File: src/core/cfm_pkg.sv
// shared constants and types for the cooling-unit fault and alarm monitor
// assumes a 50 MHz system clock and externally digitized sensor readings
`default_nettype none
package cfm_pkg;

  // ---------------------------------------------------------------
  // clock and timebase
  // ---------------------------------------------------------------
  localparam int CLK_HZ          = 50_000_000;
  localparam int TICK_MS         = 1000;
  localparam int TICK_CYCLES     = TICK_MS * (CLK_HZ / 1000);
  localparam int BEEP_MS         = 300;
  localparam int BEEP_CYCLES     = BEEP_MS * (CLK_HZ / 1000);
  localparam int PAUSE_MS        = 2000;
  localparam int PAUSE_CYCLES    = PAUSE_MS * (CLK_HZ / 1000);

  // ---------------------------------------------------------------
  // supervision timing, in timebase ticks (seconds)
  // ---------------------------------------------------------------
  localparam int FLOAT_SEC       = 60;
  localparam int STARTUP_MIN     = 20;
  localparam int STARTUP_SEC     = STARTUP_MIN * 60;
  localparam int LOWDIFF_SEC     = 60;
  localparam int LOWDIFF_HITS    = 3;

  // ---------------------------------------------------------------
  // sensor thresholds
  // ---------------------------------------------------------------
  localparam int RES_W           = 16;
  localparam int TEMP_W          = 8;
  // resistance in units of 100 ohm: 136.5 kohm and 566 kohm
  localparam logic [RES_W-1:0]  RES_LOW_LIM  = 16'h0555;
  localparam logic [RES_W-1:0]  RES_HIGH_LIM = 16'h161C;
  localparam logic signed [TEMP_W:0] MIN_DIFF_C = 9'sh005;

  // ---------------------------------------------------------------
  // types
  // ---------------------------------------------------------------
  typedef enum logic [1:0] {
    CFM_ALM_NONE    = 2'b00,
    CFM_ALM_SENSOR  = 2'b01,
    CFM_ALM_OVERFLOW = 2'b10,
    CFM_ALM_COOLING = 2'b11
  } cfm_alarm_t;

  typedef struct packed {
    logic [RES_W-1:0]         room_res;
    logic [RES_W-1:0]         coil_res;
    logic [RES_W-1:0]         outdoor_temp_sensor;
    logic signed [TEMP_W-1:0] room_temp;
    logic signed [TEMP_W-1:0] coil_temp;
  } cfm_sense_t;

  typedef struct packed {
    logic cool_req;
    logic fan_req;
    logic float_closed;
    logic buzzer_config_switch;
  } cfm_ctrl_t;

endpackage : cfm_pkg
`default_nettype wire

File: src/core/cfm_buzzer.sv
// audible alarm pattern generator: n short beeps then a long pause, repeating
// assumes the alarm code is stable once raised
`timescale 1ns/1ns
`default_nettype none
module cfm_buzzer
  import cfm_pkg::*;
#(
  parameter int BEEP_LEN  = BEEP_CYCLES,
  parameter int PAUSE_LEN = PAUSE_CYCLES
) (
  input  wire logic       clk,
  input  wire logic       rst_b,
  input  wire cfm_alarm_t alarm,
  input  wire logic       sound_en,
  output logic            buzzer
);

  typedef enum logic [1:0] {
    CFM_BZ_IDLE  = 2'b00,
    CFM_BZ_BEEP  = 2'b01,
    CFM_BZ_SPACE = 2'b10,
    CFM_BZ_PAUSE = 2'b11
  } cfm_bz_state_t;

  cfm_bz_state_t state_reg,  state_next;
  logic [31:0]   cnt_reg,    cnt_next;
  logic [1:0]    beeps_reg,  beeps_next;
  logic          buzzer_reg, buzzer_next;

  always_comb begin
    state_next  = state_reg;
    cnt_next    = cnt_reg + 32'h1;
    beeps_next  = beeps_reg;
    buzzer_next = 1'b0;
    unique case (state_reg)
      CFM_BZ_IDLE: begin
        cnt_next = 32'h0;
        if (alarm != CFM_ALM_NONE && sound_en) begin
          state_next  = CFM_BZ_BEEP;
          beeps_next  = 2'h1;
          buzzer_next = 1'b1;
        end
      end
      CFM_BZ_BEEP: begin
        buzzer_next = 1'b1;
        if (cnt_reg == 32'(BEEP_LEN - 1)) begin
          state_next  = CFM_BZ_SPACE;
          cnt_next    = 32'h0;
          buzzer_next = 1'b0;
        end
      end
      CFM_BZ_SPACE: begin
        if (cnt_reg == 32'(BEEP_LEN - 1)) begin
          cnt_next = 32'h0;
          if (beeps_reg == alarm) begin
            state_next = CFM_BZ_PAUSE;
          end else begin
            state_next  = CFM_BZ_BEEP;
            beeps_next  = beeps_reg + 2'h1;
            buzzer_next = 1'b1;
          end
        end
      end
      CFM_BZ_PAUSE: begin
        if (cnt_reg == 32'(PAUSE_LEN - 1)) begin
          state_next = CFM_BZ_IDLE;
          cnt_next   = 32'h0;
        end
      end
    endcase
    // the switch only silences the sound; the alarm stays latched upstream
    if (!sound_en) begin
      state_next  = CFM_BZ_IDLE;
      buzzer_next = 1'b0;
    end
  end

  always_ff @(posedge clk or negedge rst_b) begin
    if (!rst_b) begin
      state_reg  <= CFM_BZ_IDLE;
      cnt_reg    <= 32'h0;
      beeps_reg  <= 2'h0;
      buzzer_reg <= 1'b0;
    end else begin
      state_reg  <= state_next;
      cnt_reg    <= cnt_next;
      beeps_reg  <= beeps_next;
      buzzer_reg <= buzzer_next;
    end
  end

  assign buzzer = buzzer_reg;

endmodule : cfm_buzzer
`default_nettype wire

File: src/core/cfm_monitor.sv
// fault supervision and alarm latch for a ceiling-mounted cooling unit controller
// assumes sensor values come digitized and synchronous to clk; power-on reset on rst_b
//
// How it works
// drain pump output equals compressor output, every cycle.
// float switch is normally closed; open means full pan, halt operation.
// float open continuously 60 s raises overflow alarm, pattern 2.
// any sensor below 136.5 kohm or above 566 kohm raises pattern 1.
// after 20 min running, third low-difference minute raises cooling alarm, pattern 3.
// any alarm stops the system and sounds its identifying pattern.
// warning relay closed while any alarm active, open otherwise.
// alarms stay latched until power is cycled; nothing else clears them.
// configuration switch 4 off silences the buzzer; detection continues.
// after power returns the unit resumes by itself, no operator action.
// compressor runs only while cooling and fan requests are both active.
// sensors arrive digitized and are sampled once per timebase tick.
`timescale 1ns/1ns
`default_nettype none
module cfm_monitor
  import cfm_pkg::*;
#(
  parameter int TICK_LEN  = TICK_CYCLES,
  parameter int BEEP_LEN  = BEEP_CYCLES,
  parameter int PAUSE_LEN = PAUSE_CYCLES
) (
  input  wire logic       clk,
  input  wire logic       rst_b,
  input  wire cfm_ctrl_t  ctrl,
  input  wire cfm_sense_t sense,
  output logic            compressor_on,
  output logic            drain_pump_on,
  output logic            fan_on,
  output logic            warn_relay,
  output logic            buzzer,
  output cfm_alarm_t      alarm_code
);

  // ---------------------------------------------------------------
  // helpers
  // ---------------------------------------------------------------
  function automatic logic res_bad(input logic [RES_W-1:0] r);
    res_bad = (r < RES_LOW_LIM) || (r > RES_HIGH_LIM);
  endfunction : res_bad

  // ---------------------------------------------------------------
  // one-second timebase
  // ---------------------------------------------------------------
  logic [31:0] tick_cnt_reg, tick_cnt_next;
  logic        tick_reg,     tick_next;

  always_comb begin
    tick_cnt_next = tick_cnt_reg + 32'h1;
    tick_next     = 1'b0;
    if (tick_cnt_reg == 32'(TICK_LEN - 1)) begin
      tick_cnt_next = 32'h0;
      tick_next     = 1'b1;
    end
  end

  always_ff @(posedge clk or negedge rst_b) begin
    if (!rst_b) begin
      tick_cnt_reg <= 32'h0;
      tick_reg     <= 1'b0;
    end else begin
      tick_cnt_reg <= tick_cnt_next;
      tick_reg     <= tick_next;
    end
  end

  // ---------------------------------------------------------------
  // tick-sampled inputs
  // ---------------------------------------------------------------
  // sampling on the tick keeps every duration check aligned to whole seconds
  logic                     float_open_reg, float_open_next;
  logic                     sens_bad_reg,   sens_bad_next;
  logic                     low_diff_reg,   low_diff_next;
  logic signed [TEMP_W:0]   diff_c;

  always_comb begin
    diff_c          = (TEMP_W+1)'(sense.room_temp) - (TEMP_W+1)'(sense.coil_temp);
    float_open_next = float_open_reg;
    sens_bad_next   = sens_bad_reg;
    low_diff_next   = low_diff_reg;
    if (tick_next) begin
      float_open_next = !ctrl.float_closed;
      sens_bad_next   = res_bad(sense.room_res) || res_bad(sense.coil_res)
                        || res_bad(sense.outdoor_temp_sensor);
      low_diff_next   = diff_c < MIN_DIFF_C;
    end
  end

  always_ff @(posedge clk or negedge rst_b) begin
    if (!rst_b) begin
      float_open_reg <= 1'b0;
      sens_bad_reg   <= 1'b0;
      low_diff_reg   <= 1'b0;
    end else begin
      float_open_reg <= float_open_next;
      sens_bad_reg   <= sens_bad_next;
      low_diff_reg   <= low_diff_next;
    end
  end

  // ---------------------------------------------------------------
  // duration counters
  // ---------------------------------------------------------------
  logic [6:0]  float_sec_reg, float_sec_next;
  logic [10:0] run_sec_reg,   run_sec_next;
  logic [5:0]  low_sec_reg,   low_sec_next;
  logic [1:0]  low_hits_reg,  low_hits_next;
  logic        running;
  logic        float_trip;
  logic        cool_trip;
  cfm_alarm_t  alarm_reg,     alarm_next;

  // operation means the compressor is actually being driven
  assign running = compressor_on;

  always_comb begin
    float_sec_next = float_sec_reg;
    run_sec_next   = run_sec_reg;
    low_sec_next   = low_sec_reg;
    low_hits_next  = low_hits_reg;
    float_trip     = 1'b0;
    cool_trip      = 1'b0;
    if (tick_reg) begin
      // any closed sample breaks the run of open seconds
      if (!float_open_reg) begin
        float_sec_next = 7'h0;
      end else if (float_sec_reg == 7'(FLOAT_SEC - 1)) begin
        float_trip     = 1'b1;
        float_sec_next = 7'h0;
      end else begin
        float_sec_next = float_sec_reg + 7'h1;
      end

      // the start-up window restarts each time operation stops
      if (!running) begin
        run_sec_next = 11'h0;
        low_sec_next = 6'h0;
      end else if (run_sec_reg != 11'(STARTUP_SEC)) begin
        run_sec_next = run_sec_reg + 11'h1;
        low_sec_next = 6'h0;
      end else if (!low_diff_reg) begin
        low_sec_next = 6'h0;
      end else if (low_sec_reg == 6'(LOWDIFF_SEC - 1)) begin
        low_sec_next = 6'h0;
        if (low_hits_reg == 2'(LOWDIFF_HITS - 1)) begin
          cool_trip = 1'b1;
        end else begin
          low_hits_next = low_hits_reg + 2'h1;
        end
      end else begin
        low_sec_next = low_sec_reg + 6'h1;
      end
    end
  end

  // ---------------------------------------------------------------
  // alarm latch
  // ---------------------------------------------------------------
  // first cause wins; the code then holds until power-on reset       
  always_comb begin
    alarm_next = alarm_reg;
    if (alarm_reg == CFM_ALM_NONE) begin
      if (tick_reg && sens_bad_reg) begin
        alarm_next = CFM_ALM_SENSOR;
      end else if (float_trip) begin
        alarm_next = CFM_ALM_OVERFLOW;
      end else if (cool_trip) begin
        alarm_next = CFM_ALM_COOLING;
      end
    end
  end

  always_ff @(posedge clk or negedge rst_b) begin
    if (!rst_b) begin
      float_sec_reg <= 7'h0;
      run_sec_reg   <= 11'h0;
      low_sec_reg   <= 6'h0;
      low_hits_reg  <= 2'h0;
      alarm_reg     <= CFM_ALM_NONE;
    end else begin
      float_sec_reg <= float_sec_next;
      run_sec_reg   <= run_sec_next;
      low_sec_reg   <= low_sec_next;
      low_hits_reg  <= low_hits_next;
      alarm_reg     <= alarm_next;
    end
  end

  // ---------------------------------------------------------------
  // relay drive
  // ---------------------------------------------------------------
  // no run latch exists: after reset the outputs follow the thermostat
  // again on their own, which gives automatic restart after power loss
  logic comp_reg, comp_next;
  logic fan_reg,  fan_next;
  logic pump_reg;
  logic warn_reg, warn_next;
  logic stop;

  always_comb begin
    stop      = float_open_reg || (alarm_next != CFM_ALM_NONE);
    comp_next = ctrl.cool_req && ctrl.fan_req && !stop;
    fan_next  = ctrl.fan_req && !stop;
    warn_next = alarm_next != CFM_ALM_NONE;
  end

  always_ff @(posedge clk or negedge rst_b) begin
    if (!rst_b) begin
      comp_reg <= 1'b0;
      fan_reg  <= 1'b0;
      pump_reg <= 1'b0;
      warn_reg <= 1'b0;
    end else begin
      comp_reg <= comp_next;
      fan_reg  <= fan_next;
      pump_reg <= comp_next;
      warn_reg <= warn_next;
    end
  end

  // ---------------------------------------------------------------
  // buzzer
  // ---------------------------------------------------------------
  cfm_buzzer #(
    .BEEP_LEN  (BEEP_LEN),
    .PAUSE_LEN (PAUSE_LEN)
  ) u_buzzer (
    .clk      (clk),
    .rst_b    (rst_b),
    .alarm    (alarm_reg),
    .sound_en (ctrl.buzzer_config_switch),
    .buzzer   (buzzer)
  );

  assign compressor_on = comp_reg;
  assign drain_pump_on = pump_reg;
  assign fan_on        = fan_reg;
  assign warn_relay    = warn_reg;
  assign alarm_code    = alarm_reg;

endmodule : cfm_monitor
`default_nettype wire

File: config.mk
export PLATFORM = sky130hd
export DESIGN_NAME = cfm_monitor
export DESIGN_NICKNAME = d
export VERILOG_FILES = /design/src/core/cfm_pkg.sv /design/src/core/cfm_buzzer.sv /design/src/core/cfm_monitor.sv
export SDC_FILE = /design/constraint.sdc
export NUM_CORES = 1
export LEC_CHECK = 0
export BUFFER_PORTS_ARGS = -buffer_cell sky130_fd_sc_hd__buf_2
export CAP_MARGIN = 30
export CORE_ASPECT_RATIO = 0.5
export CORE_MARGIN = 3
export CORE_UTILIZATION = 55
export CTS_CLUSTER_DIAMETER = 150
export DETAILED_ROUTE_END_ITERATION = 10
export GPL_ROUTABILITY_DRIVEN = 0
export PLACE_DENSITY = 0.86
export SYNTH_ARGS = -nofsm -noshare
export SYNTH_HDL_FRONTEND = slang
export SYNTH_HIERARCHICAL = 1
export SYNTH_SLANG_ARGS = --single-unit
File: constraint.sdc
create_clock -name clk -period 3.1 [get_ports clk]
set_input_delay 0.465 -clock clk [delete_from_list [all_inputs] [get_ports clk]]
set_output_delay 0.465 -clock clk [all_outputs]
set_load 0.01 [all_outputs]
# Yosys cells after proc, flatten, opt, wreduce, memory -nomap -nowiden
# Index checks and enable logic that the tools add are counted.
[totals]
ff_bits = 104
in_bits = 70
out_inout_bits = 7
wordCells = 118
[classes]
add_sub_neg = 8
order_cmp = 7
n_eq_ne = 19
n_mux = 42
n_bitwise = 2
n_reduce_logical = 23
[ops]
columns = ["op", "count"]
rows = [
  ["32-bit two-way mux", 3],
  ["32-bit one-hot mux with 3 select lines", 1],
  ["32-bit by 1-bit adder with 32-bit output (second input constant)", 2],
  ["16-bit by 13-bit > comparator with 1-bit output (second input constant)", 3],
  ["16-bit by 11-bit less-than comparator with 1-bit output (second input constant)", 3],
  ["32-bit by 24-bit equality test with 1-bit output (second input constant)", 1],
  ["32-bit by 26-bit equality test with 1-bit output (second input constant)", 1],
  ["32-bit by 27-bit equality test with 1-bit output (second input constant)", 1],
  ["2-bit two-way mux", 12],
  ["6-bit two-way mux", 4],
  ["11-bit two-way mux", 2],
  ["1-bit two-way mux", 15],
  ["7-bit two-way mux", 2],
  ["3-bit by 2-bit != test with 1-bit output (second input constant)", 4],
  ["11-bit by 1-bit adder with 11-bit output (second input constant)", 1],
  ["11-bit != test (second input constant)", 1],
  ["9-bit by 4-bit less-than comparator with 1-bit output (second input constant)", 1],
  ["8-bit by 8-bit subtractor with 9-bit output", 1],
  ["2-bit one-hot mux with 4 select lines", 1],
  ["4-bit AND reduction", 2],
  ["7-bit by 1-bit adder with 7-bit output (second input constant)", 1],
  ["7-bit by 6-bit equality test with 1-bit output (second input constant)", 1],
  ["6-bit by 1-bit adder with 6-bit output (second input constant)", 1],
  ["2-bit equality test (second input constant)", 3],
  ["other kinds (17)", 34],
]

# Longest topological paths before layout
[depth]
ltp_word = 15
ltp_mapped = 10
ltp_nobuf = 10

# By module
# Netlist, hierarchy kept.
[by_module_without_submodules]
columns = ["module", "n_inst", "cells_per_inst", "area_per_inst_um2", "seq_area_each_um2"]
rows = [
  ["cfm_monitor", 1, 415, 3863.7, 1676.6],
  ["cfm_buzzer", 1, 216, 2088.3, 925.9],
]

# Least setup slack after synthesis
# Ideal clock, no wire load.
[synth_path]
kind = "flip-flop to flip-flop"
startpoint = "reg u_buzzer.cnt_reg[10]"
endpoint = "reg u_buzzer.cnt_reg[10]"
setup_time_ps = 136
arrival_time_ps = 2007
required_time_ps = 2964
setup_slack_ps = 957
stages_incl_launch_ff = 7
n_path_buf = 1
synth_period_minus_slack_ps = 2143
path_cell_list = "dfrtp_1 > or4_1 > nor4_2 > nand3_1 > a21oi_2 > buf_2 > nor3_1"
[synth_via]
elab_chain_len = 3
elab_cells_between_ends = 6
classes_between = "add/sub: 1; eq/ne: 2; mux: 3"
[synth_rtl]
columns = ["item", "line", "rtl"]
rows = [
  ["start, declared", "cfm_buzzer.sv:26", "logic [31:0] cnt_reg, cnt_next;"],
  ["start signal, assigned", "cfm_buzzer.sv:86", "cnt_reg <= cnt_next;"],
  ["32-bit by 1-bit adder with 32-bit output (tied with other cells)", "cfm_buzzer.sv:32", "cnt_next = cnt_reg + 32'h1;"],
  ["32-bit two-way mux, on equally long branches", "cfm_buzzer.sv:65, cfm_buzzer.sv:46, cfm_buzzer.sv:53", ""],
  ["32-bit one-hot mux with 3 select lines (*)", "cfm_buzzer.sv:35", "unique case (state_reg)"],
  ["named net u_buzzer.cnt_next[10]", "cfm_buzzer.sv:26", ""],
]
# The timed path passes the listed nets; every way through them passes the cells marked *.
# A chain may end at the register's enable or synchronous reset.

# Final worst setup path
[layout_path]
startpoint = "reg u_buzzer.cnt_reg[10]"
endpoint = "reg u_buzzer.cnt_reg[20]"
# Same word-level chain as after synthesis.

==> metrics.log <==
INFO  metric timing.rr.start = u_buzzer/cnt_reg[10]
INFO  metric final-hold-violation-count = 0
INFO  metric timing.critical_path.to_type = flop
INFO  metric die_h = between 70 and 80 um
INFO  metric synth_warnings = 6
INFO  metric final_cells = between 800 and 900
INFO  metric dp.final_hpwl = 9320 um
INFO  metric cts_tree = built
INFO  metric layout.cells.most_common = sky130_fd_sc_hd__dfrtp_1
INFO  metric drt_iter0_drc = about 400
INFO  metric path_class = flop to flop
INFO  metric crit_slowest_cell = sky130_fd_sc_hd__or4_1
INFO  metric hold_buffers = 0
INFO  metric port-buffer-count = 76
INFO  metric synth.ff_latch_count = between 100 and 150
INFO  metric postRouteWirelength = ~13000 um
INFO  metric antenna_found_initial = 0
INFO  metric overflow = 0
INFO  metric clk_pin_slew_worst_paths = about 0.07 ns
INFO  metric area_growth = 14.4%
INFO  metric yosysSeqAreaShare = 0.437
INFO  metric final_net_count = ~790
INFO  metric asyncSetResetFlopFracSynth = 1.00
INFO  metric timing.critical_path.buf_inv = 1
INFO  metric synth.avg_cell_area = between 9 and 10 um2
INFO  metric final.setup_skew = about 0.0057 ns
INFO  metric power.ir.vdd_worst = roughly 0.24 mV
INFO  metric drtAntennaViolNets = 0
INFO  metric total_inserted_antenna_cells = 0
INFO  metric cts_setup_buffers = 0
INFO  metric max_clock_freq = 410 MHz
INFO  metric timing.final.crit_share = 0.787
INFO  metric slowest_delay = between 0.5 and 0.6 ns
INFO  metric path_max_fanout = 32
INFO  metric overall_routing_resource_usage = 0.227
INFO  metric netlist_instances = 631
INFO  metric placed_cells = approximately 830
INFO  metric synth_area = ~6000 um2
INFO  metric master_cell_of_the_clock_root_buffer = sky130_fd_sc_hd__clkbuf_16
INFO  metric max_cap_violations = 0
INFO  metric leakage_power_of_the_design = just under 0.003 uW
INFO  metric pin_count_of_the_biggest_net_entering_global_routing = 54
INFO  metric setup_repair_after_global_routing_missed_its_margin = no
INFO  metric worstHoldPathType = primary input to async pin
INFO  metric synth.net_count = just over 700
INFO  metric grt_pass1_vias = about 5.0k
INFO  metric final-max-slew-violation-count = 0
INFO  metric critPathRequiredTime = 3.30 ns
INFO  metric setup.reg_to_reg.worst_slack = between 0.6 and 0.7 ns
INFO  metric worst_setup_timing_slack_at_the_placement_stage = approximately 0.68 ns
INFO  metric route.detailed.vias_per_inst = 5.85
INFO  metric numClockSinks = 104
INFO  metric clkLatencyLatePin = around 0.34 ns
INFO  metric wire_per_inst = about 15 um
INFO  metric ys.flop_type = sky130_fd_sc_hd__dfrtp_1
INFO  metric vias = 4960
INFO  metric std_cell_rows = 26
INFO  metric max_slew.worst_pin.slew = around 0.8 ns
INFO  metric synth_edf_count = 0
INFO  metric largest_delay_share_family_worst_path = simple AND/OR/NAND/NOR gates
INFO  metric r2r-end = u_buzzer/cnt_reg[20]
INFO  metric die_area = roughly 12000 um2
INFO  metric crit_path_cell_trace = or4_1 > nor4_2 > nand3_1 > a21oi_2 > buf_4 > nor3_1
INFO  metric start_util = 0.574
INFO  metric post_cts_resize_count = 0
INFO  metric reg2regPathDepth = 6
INFO  metric total_i_o_pin_count = a little under 80
INFO  metric unique_cell_type_count_in_the_yosys_netlist = 71
INFO  metric run_status = complete, no violations
INFO  metric most-common-layout-cells = sky130_fd_sc_hd__dfrtp_1 (104), sky130_fd_sc_hd__buf_2 (75), sky130_fd_sc_hd__nand2_1 (57)
INFO  metric clock_path_buffers = 2
INFO  metric startpoint_type = flop
INFO  metric htree_levels = 3
INFO  metric chipWidth = between 150 and 200 um
INFO  metric share_of_final_layout_standard_cells_stronger_than_drive_strength_1 = 0.177
INFO  metric total_power_density_per_cell_area = roughly 430 nW/um2
INFO  metric drc = 0
INFO  metric timing.setup.tns = 0 ns
INFO  metric critical_path_arrival = between 2 and 3 ns
INFO  metric fp.coreArea = ~10000 um2
INFO  metric grt_first_pass_wirelength = approximately 23000 um
INFO  metric finalSetupViolCount = 0
INFO  metric worst_slack = ~0.66 ns
INFO  metric numCtsBuffers = 9
INFO  metric slew_margin_rel = 0.465
INFO  metric period_minus_slack = between 2 and 2.5 ns
INFO  metric firstDrtPassIters = 5
[per-stage QoR]
stage	power (uW)	utilization	hold WS [ns]	instance area, um2
final	2960	0.656	0.155	6810
after global routing	3070	0.656	0.205	6810
after CTS	2980	0.656	0.174	6810
after detailed placement	1680	0.623	0.467	6470
after global placement	1670	0.623	0.474	6470
after floorplan	1560	-	0.169	5950
[worst register-to-register path, stage by stage, from the launching register on]
cell,delay (ns)
sky130_fd_sc_hd__dfrtp_1,0.44
sky130_fd_sc_hd__or4_1,0.57
sky130_fd_sc_hd__nor4_2,0.38
sky130_fd_sc_hd__nand3_1,0.26
sky130_fd_sc_hd__a21oi_2,0.19
sky130_fd_sc_hd__buf_4,0.33
sky130_fd_sc_hd__nor3_1,0.12
[area by class of cell]
type	instances	area, um2
Tap cell	140	175
Clock inverter	6	116
Multi-Input combinational cell	472	3120
Clock buffer	9	225
Inverter	37	139
Timing Repair Buffer	80	425
Sequential cell	104	2600
Fill cell	790	3570
[how the worst max path moves through the flow]
stage / start / slack [ns] / depth (start not counted) / to
2_1_floorplan: u_buzzer/cnt_reg[10] / 0.96 / 6 / u_buzzer/cnt_reg[10]
3_3_place_gp: u_buzzer/cnt_reg[10] / 0.74 / 6 / u_buzzer/cnt_reg[22]
3_5_place_dp: u_buzzer/cnt_reg[10] / 0.68 / 6 / u_buzzer/cnt_reg[26]
4_1_cts: u_buzzer/cnt_reg[10] / 0.65 / 6 / u_buzzer/cnt_reg[4]
5_1_grt: u_buzzer/cnt_reg[10] / 0.47 / 6 / u_buzzer/cnt_reg[4]
6_report: u_buzzer/cnt_reg[10] / 0.66 / 6 / u_buzzer/cnt_reg[20]
[synth_stat cells, drive strengths merged (5+ instances only)]
master / n / share of area
xnor2: 40 / 0.059
o21a: 6 / 0.0076
nor3: 46 / 0.045
a31oi: 5 / 0.0053
o21ai: 26 / 0.022
nand3: 44 / 0.040
xor2: 31 / 0.046
nand4: 21 / 0.023
inv: 37 / 0.023
nand2: 57 / 0.036
mux2i: 6 / 0.010
or3: 5 / 0.0053
nand2b: 7 / 0.0074
nor4: 14 / 0.017
ha: 19 / 0.040
or4: 6 / 0.0082
nor2b: 5 / 0.0065
dfrtp: 104 / 0.44
nor2: 48 / 0.032
clkbuf: 10 / 0.0065
buf: 8 / 0.0080
a21oi: 19 / 0.017
and3: 9 / 0.010
[kinds of logic after synthesis]
| logic type | synth area share |
|---|---|
| buffers and inverters | 0.0378 |
| and+or+nand+nor | 0.269 |
| DFF | 0.437 |
| AOI/OAI and AO/OA | 0.0944 |
| xor gates and xnor gates | 0.104 |
| muxes | 0.0139 |
| adders and majority gates | 0.0433 |
[per-layer routing]
layer / wire (um) / track usage / vias to the layer above
li1: - / - / 2396
met1: 5720 / 0.284 / 2447
met2: 6770 / 0.404 / 99
met3: 456 / 0.0444 / 18
met4: 173 / 0.0684 / 0
met5: 0 / 0 / -
[report_power, final]
group	internal (uW)	switching, uW
clock	792	509
combinational	107	184
sequential	1360	4.61
Power figures use the tool's default switching activity.
